[config.mk]
export PLATFORM = sky130hd
export DESIGN_NAME = line_mode_config_los
export DESIGN_NICKNAME = d
export VERILOG_FILES = /design/src/line_mode_pkg.sv /design/src/los_detect.sv /design/src/line_mode_config_los.sv
export SDC_FILE = /design/constraint.sdc
export NUM_CORES = 1
export LEC_CHECK = 0
export ABC_AREA = 1
export BUFFER_PORTS_ARGS = -buffer_cell sky130_fd_sc_hd__buf_2
export CAP_MARGIN = 20
export CORE_MARGIN = 1.5
export CORE_UTILIZATION = 40
export DETAILED_ROUTE_END_ITERATION = 8
export HOLD_SLACK_MARGIN = 0.02
export SLEW_MARGIN = 40
export SYNTH_ARGS = -nofsm -noshare
export SYNTH_HDL_FRONTEND = slang
export SYNTH_SLANG_ARGS = --single-unit
[constraint.sdc]
create_clock -name clk_i -period 3.1 [get_ports clk_i]
set_input_delay 0.155 -clock clk_i [delete_from_list [all_inputs] [get_ports clk_i]]
set_output_delay 0.155 -clock clk_i [all_outputs]
set_load 0.05 [all_outputs]
[src/line_mode_pkg.sv]
// Shared types and constants for the line mode, coding and loss-of-signal block.
package line_mode_pkg;

    typedef enum logic [1:0] {
        STD_E1_DOUBLEFRAME = 2'b00,
        STD_T1             = 2'b01,
        STD_J1             = 2'b10
    } std_mode_t;

    typedef enum logic [1:0] {
        CODE_AMI      = 2'b00,
        CODE_HDB3     = 2'b01,
        CODE_CMI      = 2'b10,
        CODE_CMI_HDB3 = 2'b11
    } line_code_t;

    typedef struct packed {
        logic       compensation_disable;
        logic       ais_insert_disable;
        logic       receive_free_run;
        logic       transmit_transparent;
        logic       transmit_free_run;
        logic       framer_ais_send;
        logic       standard_select;
        logic       j1_select;
        logic       digital_interface;
        logic       rail_mode_select;
        logic       cmi_select;
        logic [1:0] transmit_code_select;
        logic [1:0] receive_code_select;
        logic [7:0] detection_pulse_count;
        logic [7:0] recovery_pulse_count;
    } cfg_t;

    typedef struct packed {
        logic transmit_soft_reset;
        logic receive_soft_reset;
    } cmd_t;

    localparam cfg_t       CFG_RESET      = cfg_t'(31'h0000_0000);
    localparam logic [1:0] CODE_SEL_HDB3  = 2'h3;
    localparam int         CLK_PERIOD_NS  = 20;
    localparam int         SETTLE_TIME_NS = 20000;
    localparam int         SETTLE_CYCLES  = SETTLE_TIME_NS / CLK_PERIOD_NS;
    localparam logic [8:0] FRAME_LEN_E1   = 9'h100;
    localparam logic [8:0] FRAME_LEN_T1   = 9'h0C1;
    localparam logic       FRAME_BIT      = 1'h1;
    localparam logic [3:0] LOS_STEP_SHIFT = 4'h4;

    // Analog lines cannot carry CMI, so CMI applies only on the digital side.
    function automatic line_code_t decode_code(input logic [1:0] sel,
                                               input logic       cmi,
                                               input logic       digital);
        logic hdb3;
        hdb3 = (sel == CODE_SEL_HDB3);
        if (digital && cmi) begin
            decode_code = hdb3 ? CODE_CMI_HDB3 : CODE_CMI;
        end else begin
            decode_code = hdb3 ? CODE_HDB3 : CODE_AMI;
        end
    endfunction

endpackage

[src/los_detect.sv]
// Loss-of-signal detection and recovery by zero and one counting.
module los_detect
    import line_mode_pkg::*;
(
    input  wire logic       clk_i,
    input  wire logic       reset_i,
    input  wire logic       clear_i,
    input  wire logic       valid_i,
    input  wire logic       bit_i,
    input  wire logic [7:0] pcd_i,
    input  wire logic [7:0] pcr_i,
    output logic            los_o,
    output logic            change_o
);

    // ------------------------------------------------------------------
    // Counters
    // ------------------------------------------------------------------
    logic [12:0] zeros_ff;
    logic [12:0] win_ff;
    logic [8:0]  ones_ff;
    logic [12:0] thr;
    logic [8:0]  rec;

    assign thr = 13'({9'(pcd_i) + 9'h001, 4'h0});
    assign rec = 9'(pcr_i) + 9'h001;

    always_ff @(posedge clk_i) begin
        if (reset_i || clear_i) begin
            zeros_ff <= 13'h0000;
            win_ff   <= 13'h0000;
            ones_ff  <= 9'h000;
            los_o    <= 1'b0;
            change_o <= 1'b0;
        end else begin
            change_o <= 1'b0;
            if (valid_i && !los_o) begin
                if (bit_i) begin
                    zeros_ff <= 13'h0000;
                end else if (zeros_ff + 13'h0001 >= thr) begin
                    zeros_ff <= 13'h0000;
                    los_o    <= 1'b1;
                    change_o <= 1'b1;
                end else begin
                    zeros_ff <= zeros_ff + 13'h0001;
                end
            end else if (valid_i) begin
                // Ones only count inside one detection interval.
                if (ones_ff + 9'(bit_i) >= rec) begin
                    ones_ff  <= 9'h000;
                    win_ff   <= 13'h0000;
                    los_o    <= 1'b0;
                    change_o <= 1'b1;
                end else if (win_ff + 13'h0001 >= thr) begin
                    ones_ff <= 9'h000;
                    win_ff  <= 13'h0000;
                end else begin
                    ones_ff <= ones_ff + 9'(bit_i);
                    win_ff  <= win_ff + 13'h0001;
                end
            end
        end
    end
endmodule

[src/line_mode_config_los.sv]
// Line mode selection, coding selection, data path controls and LOS flag.
module line_mode_config_los
    import line_mode_pkg::*;
(
    input  wire logic       clk_i,
    input  wire logic       reset_i,
    input  wire logic       cfg_wr_i,
    input  wire cfg_t       cfg_wdata_i,
    input  wire cmd_t       cmd_i,
    input  wire logic       tx_valid_i,
    input  wire logic       tx_data_i,
    input  wire logic       tx_frame_sync_i,
    input  wire logic       rx_valid_i,
    input  wire logic       rx_data_i,
    input  wire logic       rx_frame_sync_i,
    output cfg_t            cfg_rdata_o,
    output std_mode_t       std_mode_o,
    output logic            clock_settled_o,
    output line_code_t      tx_code_o,
    output line_code_t      rx_code_o,
    output logic            defined_mode_o,
    output logic            tx_valid_o,
    output logic            tx_data_o,
    output logic            rx_valid_o,
    output logic            rx_data_o,
    output logic            rx_slip_o,
    output logic            los_o,
    output logic            los_event_o
);

    // ------------------------------------------------------------------
    // Control registers
    // ------------------------------------------------------------------
    logic       std_prev_ff;
    logic [9:0] settle_cnt_ff;
    logic [8:0] tx_pos_ff;
    logic [8:0] rx_pos_ff;
    logic [8:0] frame_len;
    logic       tx_at_sync;
    logic       los_clear;

    function automatic logic [8:0] next_pos(input logic [8:0] pos,
                                            input logic [8:0] len);
        next_pos = (pos == len - 9'h001) ? 9'h000 : pos + 9'h001;
    endfunction

    // Command bits act once and are not stored, so they never read back.
    always_ff @(posedge clk_i) begin
        if (reset_i) begin
            cfg_rdata_o <= CFG_RESET;
        end else if (cfg_wr_i) begin
            cfg_rdata_o <= cfg_wdata_i;
        end
    end

    always_ff @(posedge clk_i) begin
        if (reset_i) begin
            defined_mode_o <= 1'b0;
        end else begin
            defined_mode_o <= cfg_rdata_o.compensation_disable;
        end
    end

    // ------------------------------------------------------------------
    // Standard selection and clock settling
    // ------------------------------------------------------------------
    // A change of standard_select restarts settling, a change of j1_select
    // alone does not; the mode follows only once the clock system has settled.
    always_ff @(posedge clk_i) begin
        if (reset_i) begin
            std_prev_ff     <= 1'b0;
            settle_cnt_ff   <= 10'h000;
            clock_settled_o <= 1'b1;
            std_mode_o      <= STD_E1_DOUBLEFRAME;
        end else begin
            std_prev_ff <= cfg_rdata_o.standard_select;
            if (std_prev_ff != cfg_rdata_o.standard_select) begin
                settle_cnt_ff   <= 10'(SETTLE_CYCLES);
                clock_settled_o <= 1'b0;
            end else if (settle_cnt_ff > 10'h001) begin
                settle_cnt_ff <= settle_cnt_ff - 10'h001;
            end else if (settle_cnt_ff == 10'h001) begin
                settle_cnt_ff   <= 10'h000;
                clock_settled_o <= 1'b1;
            end
            // The edge that first sees a change must not let the new
            // standard through before settling has even begun.
            if (clock_settled_o && settle_cnt_ff == 10'h000
                && std_prev_ff == cfg_rdata_o.standard_select) begin
                if (!cfg_rdata_o.standard_select) begin
                    std_mode_o <= STD_E1_DOUBLEFRAME;
                end else if (cfg_rdata_o.j1_select) begin
                    std_mode_o <= STD_J1;
                end else begin
                    std_mode_o <= STD_T1;
                end
            end
        end
    end

    // ------------------------------------------------------------------
    // Line code selection
    // ------------------------------------------------------------------
    always_ff @(posedge clk_i) begin
        if (reset_i) begin
            tx_code_o <= CODE_AMI;
            rx_code_o <= CODE_AMI;
        end else begin
            tx_code_o <= decode_code(cfg_rdata_o.transmit_code_select,
                                     cfg_rdata_o.cmi_select,
                                     cfg_rdata_o.digital_interface);
            rx_code_o <= decode_code(cfg_rdata_o.receive_code_select,
                                     cfg_rdata_o.cmi_select,
                                     cfg_rdata_o.digital_interface);
        end
    end

    // ------------------------------------------------------------------
    // Transmit path
    // ------------------------------------------------------------------
    assign frame_len  = (std_mode_o == STD_E1_DOUBLEFRAME) ? FRAME_LEN_E1
                                                         : FRAME_LEN_T1;
    assign tx_at_sync = tx_frame_sync_i
                        && !cfg_rdata_o.transmit_free_run;

    always_ff @(posedge clk_i) begin
        if (reset_i || cmd_i.transmit_soft_reset) begin
            tx_pos_ff  <= 9'h000;
            tx_valid_o <= 1'b0;
            tx_data_o  <= 1'b0;
        end else begin
            tx_valid_o <= tx_valid_i;
            if (tx_valid_i) begin
                tx_pos_ff <= tx_at_sync ? 9'h001
                                        : next_pos(tx_pos_ff, frame_len);
                if (cfg_rdata_o.transmit_transparent) begin
                    tx_data_o <= tx_data_i;
                end else if (tx_at_sync || tx_pos_ff == 9'h000) begin
                    tx_data_o <= FRAME_BIT;
                end else begin
                    tx_data_o <= tx_data_i;
                end
            end
        end
    end

    // ------------------------------------------------------------------
    // Receive path
    // ------------------------------------------------------------------
    always_ff @(posedge clk_i) begin
        if (reset_i || cmd_i.receive_soft_reset) begin
            rx_pos_ff  <= 9'h000;
            rx_valid_o <= 1'b0;
            rx_data_o  <= 1'b0;
            rx_slip_o  <= 1'b0;
        end else begin
            rx_valid_o <= rx_valid_i;
            rx_slip_o  <= 1'b0;
            if (rx_valid_i) begin
                rx_pos_ff <= next_pos(rx_pos_ff, frame_len);
                // A slip is only flagged when the framer steers the store.
                rx_slip_o <= rx_frame_sync_i && rx_pos_ff != 9'h000
                             && !cfg_rdata_o.receive_free_run;
                if (cfg_rdata_o.framer_ais_send) begin
                    rx_data_o <= 1'b1;
                end else if (los_o && !cfg_rdata_o.ais_insert_disable) begin
                    rx_data_o <= 1'b1;
                end else begin
                    rx_data_o <= rx_data_i;
                end
            end
        end
    end

    // ------------------------------------------------------------------
    // Loss of signal
    // ------------------------------------------------------------------
    assign los_clear = cmd_i.receive_soft_reset;

    los_detect u_los (
        .clk_i    (clk_i),
        .reset_i  (reset_i),
        .clear_i  (los_clear),
        .valid_i  (rx_valid_i),
        .bit_i    (rx_data_i),
        .pcd_i    (cfg_rdata_o.detection_pulse_count),
        .pcr_i    (cfg_rdata_o.recovery_pulse_count),
        .los_o    (los_o),
        .change_o (los_event_o)
    );

    // Cycles spent unsettled are counted here, since the settle time is
    // too long for a plain delay range.
    logic [10:0] settle_low_ff;

    always_ff @(posedge clk_i) begin
        if (reset_i || clock_settled_o
            || std_prev_ff != cfg_rdata_o.standard_select) begin
            settle_low_ff <= 11'h000;
        end else begin
            settle_low_ff <= settle_low_ff + 11'h001;
        end
    end
endmodule

After elaboration in Yosys (flattened, before gate mapping)
Cells that the tools add are included.

operators by class
  bitwise operators = 2
  $lt $le $gt $ge = 4
  multiplexer cells = 38
  add/subtract/negate cells = 9
  reduce and logical (&&, ||, !) cells = 29
  eq/ne operators = 10

operators with widths
  operator               count
  $mux 9                 6
  $mux 13                4
  $mux 10                3
  $add 13x1->13 const B  2
  $ge 13x13->1           2
  $mux 1                 21
  $add 8x1->9 const B    2
  $add 9x1->9 const B    2
  $eq 9x9->1             2
  $eq 10x1->1 const B    1
  $gt 10x1->1 const B    1
  $logic_not 10->1       1
  $sub 10x1->10 const B  1
  $add 9x1->9            1
  $ge 9x9->1             1
  $logic_not 9->1        1
  $reduce_bool 9->1      1
  $sub 9x1->9 const B    1
  $logic_and 1x1->1      8
  $mux 2                 4
  $reduce_bool 2->1      4
  $ne 2x2->1 const B     3
  $eq 2x2->1 const B     2
  $logic_not 1->1        4
  other kinds (9)        14

word-level totals
  input port bits = 42
  bits in registers = 110
  output and inout port bits = 46

Longest topological paths before layout
  word-level depth = 6
  depth in mapped cells = 17
  gate-level depth less buffers = 16

By module
From an unflattened synthesis, not the netlist that was laid out.

unflattened totals
  cell total of the unflattened synthesis = 905
  area, all modules = 6264.8 µm²

modules (own cells, without submodules)
  module                cells an instance  sequential area each (µm²)  area an instance (µm²)  instances
  line_mode_config_los  436                1441.4                      3193.1                  1
  los_detect            469                740.7                       3071.7                  1

Least setup slack after synthesis
OpenSTA, ideal clock, no wires.

  path type = reg2reg
  start = register cfg_rdata_o[9] in the netlist's numbering
  end = register u_los.zeros_ff[8]
  required time = 3.034 ns
  library setup time = 0.066 ns
  cell stages (with the launch flop) = 13
  path buffers = 1
  path slack = 0.415 ns
  arrival = 2.619 ns
  cells stage by stage = dfxtp_1 -> ha_1 -> nand3_1 -> nand3b_1 -> nand3b_1 -> ha_1 -> a21oi_1 -> o21a_1 -> nand3_1 -> nor2_2 -> buf_6 -> nand3_2 -> a21oi_2

between the ends
  cells in the longest elaborated chain, start to end = 4

RTL lines
  item                    line                        RTL
  from (decl)             line_mode_config_los.sv:16  output cfg_t cfg_rdata_o,
  from (signal assigned)  line_mode_config_los.sv:52  cfg_rdata_o <= cfg_wdata_i;
  $add 8x1->9             los_detect.sv:25            assign thr = 13'({9'(pcd_i) + 9'h001, 4'h0});
  $ge 13x13->1            los_detect.sv:40            end else if (zeros_ff + 13'h0001 >= thr) begin
  $mux 13                 los_detect.sv:40
  $mux 13                 los_detect.sv:38            if (bit_i) begin
  to (signal assigned)    los_detect.sv:45            zeros_ff <= zeros_ff + 13'h0001;
  to (decl)               los_detect.sv:19            logic [12:0] zeros_ff;

Every way passes these cells.
A chain may end at the register's enable or synchronous reset.

Worst setup path after layout
  start = register u_los.ones_ff[0]
  end = register u_los.ones_ff[2]

between the ends
  cells in the longest elaborated chain, start to end = 3
  elaborated cells on any way between the ends = 4
  those cells by class = 1 x add/sub; 1 x order compare; 2 x mux

RTL lines
  item                                         line                                RTL
  from (decl)                                  los_detect.sv:21                    logic [8:0] ones_ff;
  from (signal assigned)                       los_detect.sv:58                    ones_ff <= ones_ff + 9'(bit_i);
  $add 9x1->9 (*)                              los_detect.sv:49, los_detect.sv:58
  $ge 9x9->1 / $mux 9 (equally long branches)  los_detect.sv:49, los_detect.sv:54
  $mux 9 (*)                                   los_detect.sv:49                    if (ones_ff + 9'(bit_i) >= rec) begin

Every way passes the cells marked *; elsewhere a longest branch is shown, timed or not.

==> flow_summary.rst <==
.. list-table::
   :header-rows: 1

   * - Metric
     - Value
   * - DIE AREA
     - 16200 µm²
   * - Post-synth top area cell
     - sky130_fd_sc_hd__dfxtp_1
   * - Area of the mapped netlist
     - 6170 µm²
   * - Height of the chip
     - 127 µm
   * - Syn Inst Count
     - 872
   * - Drc violations
     - 0
   * - FMAX
     - 0.381 GHz
   * - Count of flip-flops with a built-in enable after synthesis
     - 0
   * - Standard cell area after detailed placement
     - 6740 µm²
   * - Setup repair after global routing missed its margin
     - no
   * - Number of clock buffers inserted by TritonCTS
     - 9
   * - Cells along the critical path
     - ha_1, ha_1, nand2_1, nor2_1, nand2_1, nand2_1, nand2_1, ha_1, nand2_1, inv_1, a21oi_1, nand3_1, nor2_2, buf_4, nand4_1, a21oi_1
   * - Per-cell via count in the routed design
     - 4.95
   * - Final std cells w/o fill
     - 1144
   * - Fraction of the cycle the final worst path needs
     - 84.6%
   * - Count of port buffers added during placement
     - 87
   * - Count of warnings emitted by yosys
     - 0
   * - Number of standard-cell rows in the floorplan
     - 45
   * - Source-to-sink clock delay at the later pin of the worst-skew pair
     - 0.36 ns
   * - Wire length of the first global-routing pass
     - 24900 µm
   * - Syn_area_per_cell
     - 7.08 µm²
   * - Number of sinks handled by clock tree synthesis
     - 109
   * - Pin count of the biggest net entering global routing
     - 27
   * - Async SR Flop Fraction
     - 0%
   * - Cell type with the highest occurrence count on the critical path
     - sky130_fd_sc_hd__nand2_1
   * - Routability congestion estimate
     - 0.814
   * - Type of element capturing the critical path
     - flip-flop
   * - Static leakage
     - 3.09 nW
   * - Data arrival at the endpoint of the critical path
     - 2.91 ns
   * - Leading cell type by number of instances after synthesis
     - sky130_fd_sc_hd__nand2_1
   * - Worst min-delay path category
     - input pin to flip-flop
   * - Root buffer cell
     - sky130_fd_sc_hd__clkbuf_16
   * - Buffer count from post-CTS setup fixing
     - 0
   * - Maximum single-stage delay on the critical path
     - 0.34 ns
   * - Proportion of synthesized chip area in sequential cells
     - 35.3%
   * - Area of the multi-input gates
     - 3410 µm²
   * - Number of storage elements in the synthesis netlist
     - 109
   * - Initial Utilization
     - 40.8%
   * - Total Nets Final
     - 1032
   * - Transition at the pin with the smallest max-transition slack
     - 0.732 ns
   * - Number of antenna violations at the first check in global routing
     - 0
   * - Setup Total Neg Slack
     - 0 ns
   * - # IOs
     - 88
   * - Clock tree from TritonCTS
     - built
   * - Area Growth Syn to Fin
     - 14.3%
   * - Cells taking the most area after synthesis
     - sky130_fd_sc_hd__dfxtp_1, sky130_fd_sc_hd__nand2_1, sky130_fd_sc_hd__ha_1
   * - Result of the run
     - completed
   * - Core ar.
     - 15100 µm²
   * - Remaining max-slew budget at the tightest pin
     - 50.9%
   * - Final setup fails
     - 0
   * - CP required
     - 3.39 ns
   * - Most frequent cells after synthesis
     - sky130_fd_sc_hd__nand2_1, sky130_fd_sc_hd__dfxtp_1, sky130_fd_sc_hd__inv_1, sky130_fd_sc_hd__nor2_1, sky130_fd_sc_hd__a21oi_1
   * - Largest fanout of any net on the critical path
     - 22
   * - Share of final-layout standard cells stronger than drive strength 1
     - 15.2%
   * - Number of buffers between clock root and the deepest sink
     - 2
   * - Detailed-route via count
     - 5661
   * - H-Tree Depth
     - 3
   * - Kind of critical path
     - flip-flop to flip-flop
   * - Number of nets in the synthesized netlist
     - 953
   * - Max-cap violations
     - 0
   * - Residual overflow from global routing
     - 0
   * - Minimum period implied by the final worst setup slack
     - 2.62 ns
   * - Prevailing post-synth register cell
     - sky130_fd_sc_hd__dfxtp_1
   * - Die Span X
     - 127 µm
   * - Placed Cells
     - 1125
   * - Filler cells
     - 1564
   * - Number of antenna diodes
     - 0
   * - Max VDD drop
     - 0.267 mV
   * - Pre-CTS setup slack
     - 0.412 ns
   * - Final design instance area without fill
     - 7060 µm²
   * - Slowest CP cell
     - sky130_fd_sc_hd__dfxtp_1
   * - Startpoint Class
     - flip-flop
   * - TritonRoute pass-1 iters
     - 4
   * - Final worst-path setup slack
     - 0.478 ns
   * - Post-cts repair resize count
     - 0
   * - Final count of pins violating max slew
     - 0
   * - Placed wire-length estimate
     - 11100 µm
   * - Register Area
     - 2180 µm²
   * - Vias in the first global route
     - 5252
   * - Total global-route track usage
     - 19.2%
   * - Number of library cell types mapped by synthesis
     - 42
   * - Power per unit of standard cell area
     - 480 nW/µm²
   * - CTS Hold Bufs
     - 3
   * - Detail Route Antenna Nets
     - 0
   * - Clock skew
     - 0.0102 ns
   * - Detailed router's first-iteration violation count
     - 258
   * - Routed wire length per instance
     - 13.1 µm
   * - Post-detailed-routing wire length
     - 15000 µm
   * - Top-area cell type share of the netlist area
     - 35.3%
   * - Post-CTS clock slew at the launch and capture registers of the worst setup and hold paths
     - 0.07 ns
   * - Number of hold-slack violations in the final timing report
     - 0
[worst max-delay path: cells and delay by family, from the launching register on]
kind / cells / cell delay [ns]
AO/OA/AOI/OAI: 2 / 0.33
flip-flops: 1 / 0.34
AND/OR/NAND/NOR: 9 / 0.92
buffers and inverters: 2 / 0.30
adder cells (fa/ha/maj): 3 / 0.67
[path summary, 6_finish.rpt]
check	startpoint	end	slack, ns	cells past startpoint
max	u_los.ones_ff[0]$_SDFFE_PP0P_	u_los.ones_ff[2]$_SDFFE_PP0P_	0.48	16
min	cfg_wdata_i[15]	cfg_rdata_o[15]$_SDFFE_PP0P_	0.03	3
max reg2reg	u_los.ones_ff[0]$_SDFFE_PP0P_	u_los.ones_ff[2]$_SDFFE_PP0P_	0.48	16
min reg2reg	cfg_rdata_o[30]$_SDFFE_PP0P_	defined_mode_o$_SDFF_PP0_	0.45	2
[per-layer routing]
metal	wire length (µm)	part of all wire, %	GRT usage (%)
met1	7430	50	25.3
met2	6920	46	32.2
met4	114	0.76	4.01
met3	523	3.5	4.40
met5	0	0	0
[layout make-up]
| cell class | instances | area share, % |
|---|---|---|
| repair buffers | 98 | 7.44 |
| clock buffers | 11 | 3.30 |
| well taps | 188 | 3.33 |
| inverters | 109 | 5.83 |
| clock inverters | 5 | 0.815 |
| multi-input cells | 624 | 48.4 |
| flip-flops and latches | 109 | 30.9 |
[placed cells by master, fill, tap and decap left out, types with 15 or more instances in the layout]
cell | synthesis | layout
sky130_fd_sc_hd__nand2_1 | 175 | 175
sky130_fd_sc_hd__nand3_1 | 54 | 54
sky130_fd_sc_hd__nand4_1 | 39 | 39
sky130_fd_sc_hd__dfxtp_1 | 109 | 109
sky130_fd_sc_hd__buf_2 | 7 | 87
sky130_fd_sc_hd__nor2_1 | 100 | 100
sky130_fd_sc_hd__o21ai_0 | 45 | 45
sky130_fd_sc_hd__xor2_1 | 21 | 21
sky130_fd_sc_hd__ha_1 | 39 | 39
sky130_fd_sc_hd__xnor2_1 | 15 | 15
sky130_fd_sc_hd__a21oi_1 | 75 | 75
sky130_fd_sc_hd__inv_1 | 103 | 101
[power by group]
group	internal, mW	switching (mW)	leakage [nW]
logic	0.210	0.452	2.06
registers	1.48	0.0747	0.890
clock network	0.631	0.537	0.144
[registers in the layout (all words and copies together), names as in the netlist]
name and cells:
u_los.win_ff 13, defined_mode_o 1, std_prev_ff 1, u_los.ones_ff 9, tx_pos_ff 9, rx_valid_o 1, tx_code_o 2, rx_pos_ff 9
rx_slip_o 1, u_los.los_o 1, cfg_rdata_o 31, tx_data_o 1, tx_valid_o 1, clock_settled_o 1, u_los.zeros_ff 13, rx_data_o 1
rx_code_o 1, std_mode_o 2, u_los.change_o 1, settle_cnt_ff 10
[through the flow]
| step | power (mW) | hold slack, ns | utilization [%] |
|---|---|---|---|
| finish | 3.39 | 0.0276 | 46.6 |
| global route | 3.58 | 0.0211 | 46.6 |
| CTS | 3.42 | 0.0204 | 46.6 |
| detailed placement | 2.24 | 0.383 | 44.5 |
| global placement | 2.24 | 0.381 | 44.5 |
| floorplan | 2.08 | 0.290 | - |
[kinds of logic (layout without fill, tap and decap cells)]
| group | after synthesis | count (layout) | synth area share, % |
|---|---|---|---|
| AO/OA/AOI/OAI | 141 | 141 | 12.4 |
| buffers and inverters | 139 | 223 | 9.36 |
| XOR/XNOR | 36 | 36 | 5.11 |
| AND/OR/NAND/NOR | 408 | 408 | 29.9 |
| adder cells (fa/ha/maj) | 39 | 39 | 7.90 |
| flip-flops | 109 | 109 | 35.3 |
No activity file was read; power rests on OpenSTA's default activity.
